### config.mk
export PLATFORM = sky130hd
export DESIGN_NAME = tdi_top
export DESIGN_NICKNAME = d
export VERILOG_FILES = /design/src/verilog/tdi_pkg.sv /design/src/verilog/tdi_top.sv
export SDC_FILE = /design/constraint.sdc
export NUM_CORES = 1
export LEC_CHECK = 0
export ABC_AREA = 0
export BUFFER_PORTS_ARGS = -buffer_cell sky130_fd_sc_hd__buf_2
export CORE_MARGIN = 1
export CORE_UTILIZATION = 45
export CTS_CLUSTER_DIAMETER = 40
export CTS_CLUSTER_SIZE = 16
export DETAILED_ROUTE_END_ITERATION = 12
export PLACE_DENSITY_LB_ADDON = 0.12
export RECOVER_POWER = 100
export SKIP_CTS_REPAIR_TIMING = 1
export SYNTH_ARGS = -nofsm -noshare
export SYNTH_HDL_FRONTEND = slang
export SYNTH_SLANG_ARGS = --single-unit
### constraint.sdc
create_clock -name i_clk -period 4.4 [get_ports i_clk]
set_input_delay 0.44 -clock i_clk [delete_from_list [all_inputs] [get_ports i_clk]]
set_output_delay 0.44 -clock i_clk [all_outputs]
set_load 0.1 [all_outputs]
### src/verilog/tdi_pkg.sv
package tdi_pkg;
  // ****************************************
  // Register map (index, byte address = 4 x index)
  // ****************************************
  localparam logic [9:0]  IDX_CFG_A  = 10'h056;
  localparam logic [9:0]  IDX_CFG_B  = 10'h057;
  localparam logic [9:0]  IDX_CTRL   = 10'h060;
  localparam logic [9:0]  IDX_STATUS = 10'h061;
  localparam logic [9:0]  IDX_CLEAR  = 10'h062;
  localparam logic [9:0]  IDX_IRQEN  = 10'h063;
  localparam logic [9:0]  IDX_THR    = 10'h064;
  localparam logic [9:0]  IDX_TAPSRC = 10'h065;
  localparam logic [11:0] ADDR_CFG_A  = {IDX_CFG_A, 2'h0};
  localparam logic [11:0] ADDR_CFG_B  = {IDX_CFG_B, 2'h0};
  localparam logic [11:0] ADDR_CTRL   = {IDX_CTRL, 2'h0};
  localparam logic [11:0] ADDR_STATUS = {IDX_STATUS, 2'h0};
  localparam logic [11:0] ADDR_CLEAR  = {IDX_CLEAR, 2'h0};
  localparam logic [11:0] ADDR_IRQEN  = {IDX_IRQEN, 2'h0};
  localparam logic [11:0] ADDR_THR    = {IDX_THR, 2'h0};
  localparam logic [11:0] ADDR_TAPSRC = {IDX_TAPSRC, 2'h0};
  // ****************************************
  // Field positions and reset values
  // ****************************************
  localparam int CFGA_LIR = 0;
  localparam int CFGA_ZEN = 1;
  localparam int CFGA_YEN = 2;
  localparam int CFGA_XEN = 3;
  localparam int CFGA_FDS = 4;
  localparam int CFGA_SLP = 5;
  localparam int CFGA_COR = 6;
  localparam int CFGB_THR = 0;
  localparam int CFGB_PRI = 5;
  localparam int CTRL_GEN = 0;
  localparam int CTRL_P1  = 1;
  localparam int CTRL_P2  = 2;
  localparam int THR_Y    = 0;
  localparam int THR_Z    = 5;
  localparam int THR_WAKE = 10;
  localparam int EV_TAP   = 0;
  localparam int EV_WAKE  = 1;
  localparam int EV_SLEEP = 2;
  localparam int THR_SHIFT = 11;
  localparam logic [6:0]  CFG_A_RST = 7'h00;
  localparam logic [7:0]  CFG_B_RST = 8'h00;
  localparam logic [2:0]  CTRL_RST  = 3'h0;
  localparam logic [14:0] THR_RST   = 15'h0000;
  localparam logic [2:0]  IRQEN_RST = 3'h0;
  localparam logic [1:0]  AX_X = 2'h0;
  localparam logic [1:0]  AX_Y = 2'h1;
  localparam logic [1:0]  AX_Z = 2'h2;
  // Rank per priority code: {max, mid, min}
  localparam logic [5:0] RANK [0:7] = '{6'h06, 6'h12, 6'h09, 6'h24, 6'h06, 6'h18, 6'h21, 6'h24};
  // ****************************************
  // Types
  // ****************************************
  typedef enum logic {ST_IDLE = 1'b0, ST_RESP = 1'b1} tdi_apb_e;
  typedef struct packed {
    tdi_apb_e    st;
    logic        pready;
    logic        pslverr;
    logic [31:0] prdata;
    logic [6:0]  cfg_a;
    logic [7:0]  cfg_b;
    logic [2:0]  ctrl;
    logic [14:0] thr;
    logic [2:0]  irq_en;
    logic [2:0]  status;
    logic [1:0]  tap_axis;
    logic [2:0]  req;
    logic [2:0]  pend;
    logic        sleep_q;
    logic        int1;
    logic        int2;
    logic        irq;
  } tdi_state_s;
endpackage

### src/verilog/tdi_top.sv
`timescale 1ns/100ps
module tdi_top
(
  input  wire logic        i_clk,
  input  wire logic        i_resetn,
  input  wire logic        i_psel,
  input  wire logic        i_penable,
  input  wire logic        i_pwrite,
  input  wire logic [11:0] i_paddr,
  input  wire logic [31:0] i_pwdata,
  output logic      [31:0] o_prdata,
  output logic             o_pready,
  output logic             o_pslverr,
  input  wire logic        i_odr_tick,
  input  wire logic [15:0] i_slope_x,
  input  wire logic [15:0] i_slope_y,
  input  wire logic [15:0] i_slope_z,
  input  wire logic [15:0] i_hpf_x,
  input  wire logic [15:0] i_hpf_y,
  input  wire logic [15:0] i_hpf_z,
  input  wire logic        i_sleep_state,
  output logic             o_int1,
  output logic             o_int2,
  output logic             o_irq,
  output logic             o_wake_hpf_sel
);
  // ****************************************
  // Per-axis qualification
  // ****************************************
  tdi_pkg::tdi_state_s state_ff;
  tdi_pkg::tdi_state_s nxt_state;
  logic [2:0][15:0] slope_m;
  logic [2:0][15:0] hpf_m;
  logic [2:0][4:0]  tap_thr;
  logic [2:0]       axis_en;
  logic [2:0]       over_tap;
  logic [2:0]       over_wake;
  logic [2:0][15:0] tap_lim;
  logic [15:0]      wake_lim;
  logic [2:0]       ev;
  logic [1:0]       sel_axis;
  logic [5:0]       rank;
  logic [31:0]      rd_val;
  logic             hit;
  logic             acc;
  logic             done;
  logic             status_rd;
  logic             wr_any;
  logic [2:0]       clr;
  logic             gen;
  logic             latch_irq_requests;
  logic             cor;
  logic             sleep_sig;

  assign slope_m = {i_slope_z, i_slope_y, i_slope_x};
  assign hpf_m   = {i_hpf_z, i_hpf_y, i_hpf_x};
  assign tap_thr = {state_ff.thr[tdi_pkg::THR_Z +: 5], state_ff.thr[tdi_pkg::THR_Y +: 5],
                    state_ff.cfg_b[tdi_pkg::CFGB_THR +: 5]};
  assign axis_en = {state_ff.cfg_a[tdi_pkg::CFGA_ZEN], state_ff.cfg_a[tdi_pkg::CFGA_YEN],
                    state_ff.cfg_a[tdi_pkg::CFGA_XEN]};
  assign gen = state_ff.ctrl[tdi_pkg::CTRL_GEN];
  assign latch_irq_requests = state_ff.cfg_a[tdi_pkg::CFGA_LIR];
  assign cor = state_ff.cfg_a[tdi_pkg::CFGA_COR];
  // Threshold LSB is full scale / 32
  assign wake_lim = 16'(state_ff.thr[tdi_pkg::THR_WAKE +: 5]) << tdi_pkg::THR_SHIFT;

  genvar ax;
  generate
    for (ax = 0; ax < 3; ax++)
    begin : g_axis
      assign tap_lim[ax]   = 16'(tap_thr[ax]) << tdi_pkg::THR_SHIFT;
      assign over_tap[ax]  = axis_en[ax] && (slope_m[ax] > tap_lim[ax]);
      assign over_wake[ax] = state_ff.cfg_a[tdi_pkg::CFGA_FDS] ? (hpf_m[ax] > wake_lim) :
                             (slope_m[ax] > wake_lim);
    end
  endgenerate

  // ****************************************
  // Tap axis ranking
  // ****************************************
  always_comb
  begin
    rank     = tdi_pkg::RANK[state_ff.cfg_b[tdi_pkg::CFGB_PRI +: 3]];
    sel_axis = tdi_pkg::AX_X;
    // Lowest rank first, highest qualifying rank wins
    for (int k = 0; k < 3; k++)
    begin
      if (over_tap[rank[2*k +: 2]])
      begin
        sel_axis = rank[2*k +: 2];
      end
    end
  end

  // Basic events gated by global enable
  assign ev[tdi_pkg::EV_TAP]   = i_odr_tick && gen && (|over_tap);
  assign ev[tdi_pkg::EV_WAKE]  = i_odr_tick && gen && (|over_wake);
  assign ev[tdi_pkg::EV_SLEEP] = gen && (i_sleep_state != state_ff.sleep_q);

  // ****************************************
  // APB decode
  // ****************************************
  assign acc       = i_psel && i_penable;
  assign done      = acc && (state_ff.st == tdi_pkg::ST_RESP);
  assign status_rd = done && !i_pwrite && (i_paddr == tdi_pkg::ADDR_STATUS);
  assign wr_any    = done && i_pwrite;

  always_comb
  begin
    hit    = 1'b1;
    rd_val = 32'h0000_0000;
    unique case (i_paddr)
      tdi_pkg::ADDR_CFG_A:  rd_val[6:0]  = state_ff.cfg_a;
      tdi_pkg::ADDR_CFG_B:  rd_val[7:0]  = state_ff.cfg_b;
      tdi_pkg::ADDR_CTRL:   rd_val[2:0]  = state_ff.ctrl;
      tdi_pkg::ADDR_STATUS: rd_val[2:0]  = state_ff.status;
      tdi_pkg::ADDR_CLEAR:  rd_val       = 32'h0000_0000;
      tdi_pkg::ADDR_IRQEN:  rd_val[2:0]  = state_ff.irq_en;
      tdi_pkg::ADDR_THR:    rd_val[14:0] = state_ff.thr;
      tdi_pkg::ADDR_TAPSRC: rd_val[1:0]  = state_ff.tap_axis;
      default:              hit          = 1'b0;
    endcase
  end

  // ****************************************
  // Next state
  // ****************************************
  always_comb
  begin
    nxt_state = state_ff;
    clr       = 3'h0;
    unique case (state_ff.st)
      tdi_pkg::ST_IDLE:
      begin
        if (acc)
        begin
          nxt_state.st      = tdi_pkg::ST_RESP;
          nxt_state.pready  = 1'b1;
          nxt_state.prdata  = rd_val;
          nxt_state.pslverr = !hit;
        end
      end
      tdi_pkg::ST_RESP:
      begin
        nxt_state.st      = tdi_pkg::ST_IDLE;
        nxt_state.pready  = 1'b0;
        nxt_state.pslverr = 1'b0;
        nxt_state.prdata  = 32'h0000_0000;
        if (wr_any)
        begin
          unique case (i_paddr)
            tdi_pkg::ADDR_CFG_A: nxt_state.cfg_a  = i_pwdata[6:0];
            tdi_pkg::ADDR_CFG_B: nxt_state.cfg_b  = i_pwdata[7:0];
            tdi_pkg::ADDR_CTRL:  nxt_state.ctrl   = i_pwdata[2:0];
            tdi_pkg::ADDR_CLEAR: clr              = i_pwdata[2:0];
            tdi_pkg::ADDR_IRQEN: nxt_state.irq_en = i_pwdata[2:0];
            tdi_pkg::ADDR_THR:   nxt_state.thr    = i_pwdata[14:0];
            default:             clr              = 3'h0;
          endcase
        end
      end
    endcase

    // Sticky status, set wins over clear
    nxt_state.status  = (state_ff.status & ~clr) | ev;
    nxt_state.sleep_q = i_sleep_state;
    if (ev[tdi_pkg::EV_TAP])
    begin
      nxt_state.tap_axis = sel_axis;
    end

    // Pin requests
    for (int i = 0; i < 3; i++)
    begin
      if (latch_irq_requests)
      begin
        if (status_rd && cor)
        begin
          nxt_state.req[i] = 1'b0;
        end
        if (i_odr_tick && state_ff.pend[i])
        begin
          nxt_state.req[i]  = 1'b0;
          nxt_state.pend[i] = 1'b0;
        end
        if (status_rd && !cor && state_ff.req[i])
        begin
          nxt_state.pend[i] = 1'b1;
        end
        if (ev[i])
        begin
          nxt_state.req[i]  = 1'b1;
          nxt_state.pend[i] = 1'b0;
        end
      end
      else
      begin
        nxt_state.pend[i] = 1'b0;
        if (i_odr_tick || (i == tdi_pkg::EV_SLEEP))
        begin
          nxt_state.req[i] = ev[i];
        end
      end
    end

    sleep_sig = state_ff.cfg_a[tdi_pkg::CFGA_SLP] ? nxt_state.sleep_q :
                nxt_state.req[tdi_pkg::EV_SLEEP];
    nxt_state.int1 = nxt_state.req[tdi_pkg::EV_TAP] || nxt_state.req[tdi_pkg::EV_WAKE] ||
                     (state_ff.ctrl[tdi_pkg::CTRL_P1] && sleep_sig);
    nxt_state.int2 = state_ff.ctrl[tdi_pkg::CTRL_P2] && sleep_sig;
    nxt_state.irq  = |(nxt_state.status & nxt_state.irq_en);
  end

  // ****************************************
  // State register
  // ****************************************
  always_ff @(posedge i_clk)
  begin
    if (!i_resetn)
    begin
      state_ff        <= '0;
      state_ff.st     <= tdi_pkg::ST_IDLE;
      state_ff.cfg_a  <= tdi_pkg::CFG_A_RST;
      state_ff.cfg_b  <= tdi_pkg::CFG_B_RST;
      state_ff.ctrl   <= tdi_pkg::CTRL_RST;
      state_ff.thr    <= tdi_pkg::THR_RST;
      state_ff.irq_en <= tdi_pkg::IRQEN_RST;
    end
    else
    begin
      state_ff <= nxt_state;
    end
  end

  assign o_prdata       = state_ff.prdata;
  assign o_pready       = state_ff.pready;
  assign o_pslverr      = state_ff.pslverr;
  assign o_int1         = state_ff.int1;
  assign o_int2         = state_ff.int2;
  assign o_irq          = state_ff.irq;
  assign o_wake_hpf_sel = state_ff.cfg_a[tdi_pkg::CFGA_FDS];

  // ****************************************
  // Assertions
  // ****************************************
  latch_hold_a: assert property (@(posedge i_clk) disable iff (!i_resetn)
    (latch_irq_requests && state_ff.req[tdi_pkg::EV_TAP] && !state_ff.pend[tdi_pkg::EV_TAP] && !status_rd && !wr_any)
    |=> state_ff.req[tdi_pkg::EV_TAP])
    else $error("latched tap request dropped");

  clr_read_a: assert property (@(posedge i_clk) disable iff (!i_resetn)
    (status_rd && latch_irq_requests && cor && !ev[tdi_pkg::EV_TAP]) |=> !state_ff.req[tdi_pkg::EV_TAP])
    else $error("clear on read did not release request");

  clr_period_a: assert property (@(posedge i_clk) disable iff (!i_resetn)
    (latch_irq_requests && !cor && !wr_any && status_rd && state_ff.req[tdi_pkg::EV_TAP] && !ev[tdi_pkg::EV_TAP] &&
     !(i_odr_tick && state_ff.pend[tdi_pkg::EV_TAP]))
    |=> (state_ff.req[tdi_pkg::EV_TAP] && state_ff.pend[tdi_pkg::EV_TAP]))
    else $error("request released before period end");

  tap_follow_a: assert property (@(posedge i_clk) disable iff (!i_resetn)
    (!latch_irq_requests && i_odr_tick) |=> (state_ff.req[tdi_pkg::EV_TAP] == $past(ev[tdi_pkg::EV_TAP])))
    else $error("unlatched tap request not following event");

  sleep_level_a: assert property (@(posedge i_clk) disable iff (!i_resetn)
    (state_ff.cfg_a[tdi_pkg::CFGA_SLP] && state_ff.ctrl[tdi_pkg::CTRL_P2] && !wr_any)
    |=> (o_int2 == $past(i_sleep_state)))
    else $error("pin 2 not showing sleep level");

  filter_sel_a: assert property (@(posedge i_clk) disable iff (!i_resetn)
    (i_odr_tick && gen && state_ff.cfg_a[tdi_pkg::CFGA_FDS] &&
     (i_hpf_y > (16'(state_ff.thr[tdi_pkg::THR_WAKE +: 5]) << tdi_pkg::THR_SHIFT)))
    |=> state_ff.status[tdi_pkg::EV_WAKE])
    else $error("high-pass wake event missed");

  axis_off_a: assert property (@(posedge i_clk) disable iff (!i_resetn)
    (axis_en == 3'h0) |=> !$rose(state_ff.status[tdi_pkg::EV_TAP]))
    else $error("tap with all axes disabled");

  thr_x_a: assert property (@(posedge i_clk) disable iff (!i_resetn)
    (i_odr_tick && gen && (axis_en == 3'h1) &&
     (i_slope_x > (16'(state_ff.cfg_b[tdi_pkg::CFGB_THR +: 5]) << tdi_pkg::THR_SHIFT)))
    |=> (state_ff.status[tdi_pkg::EV_TAP] && (state_ff.tap_axis == tdi_pkg::AX_X)))
    else $error("X tap over threshold missed");

  prio_rank_a: assert property (@(posedge i_clk) disable iff (!i_resetn)
    (ev[tdi_pkg::EV_TAP] && (over_tap == 3'h7) && (state_ff.cfg_b[tdi_pkg::CFGB_PRI +: 3] == 3'h5))
    |=> (state_ff.tap_axis == tdi_pkg::AX_Y))
    else $error("wrong tap axis for priority 5");

  gen_gate_a: assert property (@(posedge i_clk) disable iff (!i_resetn)
    !gen |=> (!$rose(state_ff.status[tdi_pkg::EV_TAP]) && !$rose(state_ff.status[tdi_pkg::EV_WAKE])))
    else $error("event while interrupts disabled");

  apb_answer_a: assert property (@(posedge i_clk) disable iff (!i_resetn)
    (acc && (state_ff.st == tdi_pkg::ST_IDLE)) |=> o_pready ##1 !o_pready)
    else $error("APB answer not one cycle after access");
endmodule // tdi_top
==> results.json <==
{
  "combPwrFrac_pct": 19.1,
  "slew_violations": 52,
  "rows": 36,
  "synth.distinct_cells": 57,
  "yosys_warnings": 0,
  "finalPower_w": 0.00140,
  "maxCapViolations": 1,
  "gp_congestion": 0.870,
  "die_w_um": 104,
  "postRouteAntennaNets": 0,
  "synth-seq-area-share_pct": 29.4,
  "violations": "capacitance limit, slew limit",
  "layout_setup_ws_ns": 1.64,
  "p_per_area_nw_per_um2": 255,
  "clockBufferDepth": 2,
  "seqPwrFrac_pct": 45.2,
  "r2r_slack_ns": 1.64,
  "syn_to_final_growth_pct": 17.1,
  "arrival_ns": 3.00,
  "holdCritPathClass": "in -> reg",
  "finalHoldViolations": 0,
  "vias_per_cell": 5.38,
  "run_status": "complete, but fails checks",
  "worstPathRequired_ns": 4.64,
  "synthesis.area_um2": 4700,
  "dpl.hpwl_um": 10200,
  "cts.clk_slew.worst_paths_ns": 0.07,
  "relSlewSlack_pct": -25.9,
  "drtIter0Drc": 247,
  "period_share_pct": 62.7,
  "netSwitchingFraction_pct": 30.6,
  "p_clk_share_pct": 35.7,
  "endpoint": "o_int1",
  "r2r-start": "state_ff[21]",
  "wl_per_cell_um": 15.2,
  "synth-main-ff-cell": "dfxtp_1",
  "drive_gt1_share_pct": 22.4,
  "dr_total_vias": 4527,
  "rr_worst_depth": 8,
  "min_from": "i_pwdata[11]",
  "worstMarginPinSlew_ns": 1.89,
  "reg2reg_to": "o_int1",
  "layout_min_cycle_time_ns": 2.76,
  "cts_tree": "built",
  "cts-htree-levels": 3,
  "synth_edf_count": 0,
  "fillers": 971,
  "grt_pass1_vias": 4474,
  "post-place-ws_ns": 1.57,
  "initial_core_util_pct": 47.2,
  "max_freq_ghz": 0.362,
  "skew_ns": 0.00891,
  "core_area_um2": 9950,
  "overflow": 0,
  "critical_path_peak_fanout": 6,
  "nets": 900,
  "post-synth-top-area-cell": "dfxtp_1",
  "tns_ns": 0,
  "num_io_pins": 185,
  "cp-startpoint": "state_ff[21]",
  "avgSynthCellArea_um2": 8.07,
  "grt_pass1_wl_um": 21000,
  "synth_top_area_share_pct": 29.4,
  "cts_buffers": 9,
  "clock-sinks": 69,
  "crit_path_start_kind": "flop",
  "synth.area.top_cells": "dfxtp_1 29%, ha_1 13%, nand2_1 7.3%",
  "setup_viol": 0,
  "clkLatencyLatePin_ns": 0.35,
  "dieArea_um2": 10900,
  "netlist_instances": 582,
  "p_int_w": 0.000974,
  "totalWireLength_um": 12800,
  "synth_seq_cells": 69,
  "grtUsageTotal_pct": 24.1,
  "drcViolationCount": 0,
  "die_y_um": 104,
  "antenna_cells": 0,
  "layout_commonest_cell": "buf_2",
  "switching_power_w": 0.000430,
  "path_class": "reg -> reg",
  "p_leak_nw": 2.24,
  "antenna_found_initial": 0,
  "async_flop_share_pct": 0,
  "dr.pass1.iters": 5,
  "final_cell_mix": "127 x buf_2, 91 x nand2_1, 69 x dfxtp_1",
  "grt_max_degree": 52,
  "cts_root_buf": "clkbuf_8",
  "vdd_drop_max_uv": 232,
  "rsz0062_at_grt": "no",
  "end_kind": "flop",
  "io_buffers": 150
}
how the worst min path moves through the flow:
stage	slack, ns	depth (start not counted)	endpoint
3_5_place_dp	0.44	2	o_prdata[12]
4_1_cts	0.31	3	state_ff[26]
3_3_place_gp	0.44	2	o_prdata[11]
5_1_grt	0.33	3	state_ff[27]
2_1_floorplan	0.43	2	o_prdata[11]
6_report	0.34	3	state_ff[29]
cell families (layout without fill, tap and decap cells):
logic type / count (synthesis) / in the layout / synth area share [%]
other cells: 1 / 17 / 0.0798
fa+ha+maj: 49 / 49 / 13.0
mux: 18 / 18 / 4.02
flops: 69 / 69 / 29.4
compound gates: 120 / 120 / 17.4
xor+xnor: 1 / 1 / 0.186
buf+inv: 91 / 202 / 10.1
simple gates: 233 / 233 / 25.8
critical path, stage by stage (launching register included):
cell	delay, ns
dfxtp_1	0.37
inv_1	0.06
ha_1	0.30
a21oi_1	0.13
a21boi_0	0.09
o311ai_0	0.78
a31oi_1	0.40
o21a_1	0.29
a211o_1	0.23
power by group through the flow:
stage | Clock, W | Sequential (W) | Combinational (W)
after floorplan | 0 | 0.000656 | 0.000189
after global placement | 0 | 0.000648 | 0.000263
after detailed placement | 0 | 0.000648 | 0.000269
after CTS | 0.000512 | 0.000634 | 0.000270
after global routing | 0.000540 | 0.000634 | 0.000290
final | 0.000501 | 0.000634 | 0.000269
metal layers:
metal  vias up  global-route usage (%)  wire length [um]
met1      2107                    29.8              5750
met3        29                    5.20               552
met2       129                    41.2              6270
met4         0                    8.06               265
met5         -                       0                 0
li1       2262                       -                 -
cells in the mapped netlist (15+ instances only):
master	number
a21oi_1	29
nor2_1	22
buf_4	33
o21ai_0	16
dfxtp_1	69
a21boi_0	15
a21boi_1	17
inv_1	35
nor3_1	15
ha_1	49
nand3_1	27
nand2_1	91
area by class of cell:
| class | count | area (um^2) | share of cell area, % |
|---|---|---|---|
| Timing Repair Buffer | 151 | 729 | 13.3 |
| Inverter | 35 | 131 | 2.39 |
| Multi-Input combinational cell | 438 | 2900 | 52.8 |
| Clock inverter | 6 | 63.8 | 1.16 |
| Clock buffer | 10 | 128 | 2.32 |
| Sequential cell | 69 | 1380 | 25.1 |
| Tap cell | 133 | 166 | 3.02 |
per-stage QoR:
step           utilization (%)  instance area [um^2]  instances  hold WS (ns)
5_1_grt                   55.3                  5500        842         0.331
2_1_floorplan                -                  4760        598         0.432
3_3_place_gp              53.6                  5340        826         0.436
6_report                  55.3                  5500        842         0.345
4_1_cts                   55.6                  5530        842         0.315
3_5_place_dp              53.6                  5340        826         0.444
registers in the layout, indices dropped and copies added (netlist names):
signal / cells
latch_irq_requests: 1
o_pslverr: 1
state_ff: 42
o_pready: 1
gen: 1
o_irq: 1
o_int2: 1
cor: 1
o_int1: 1
o_prdata: 15
o_wake_hpf_sel: 1
axis_en: 3
(Power assumes the default switching activity.)
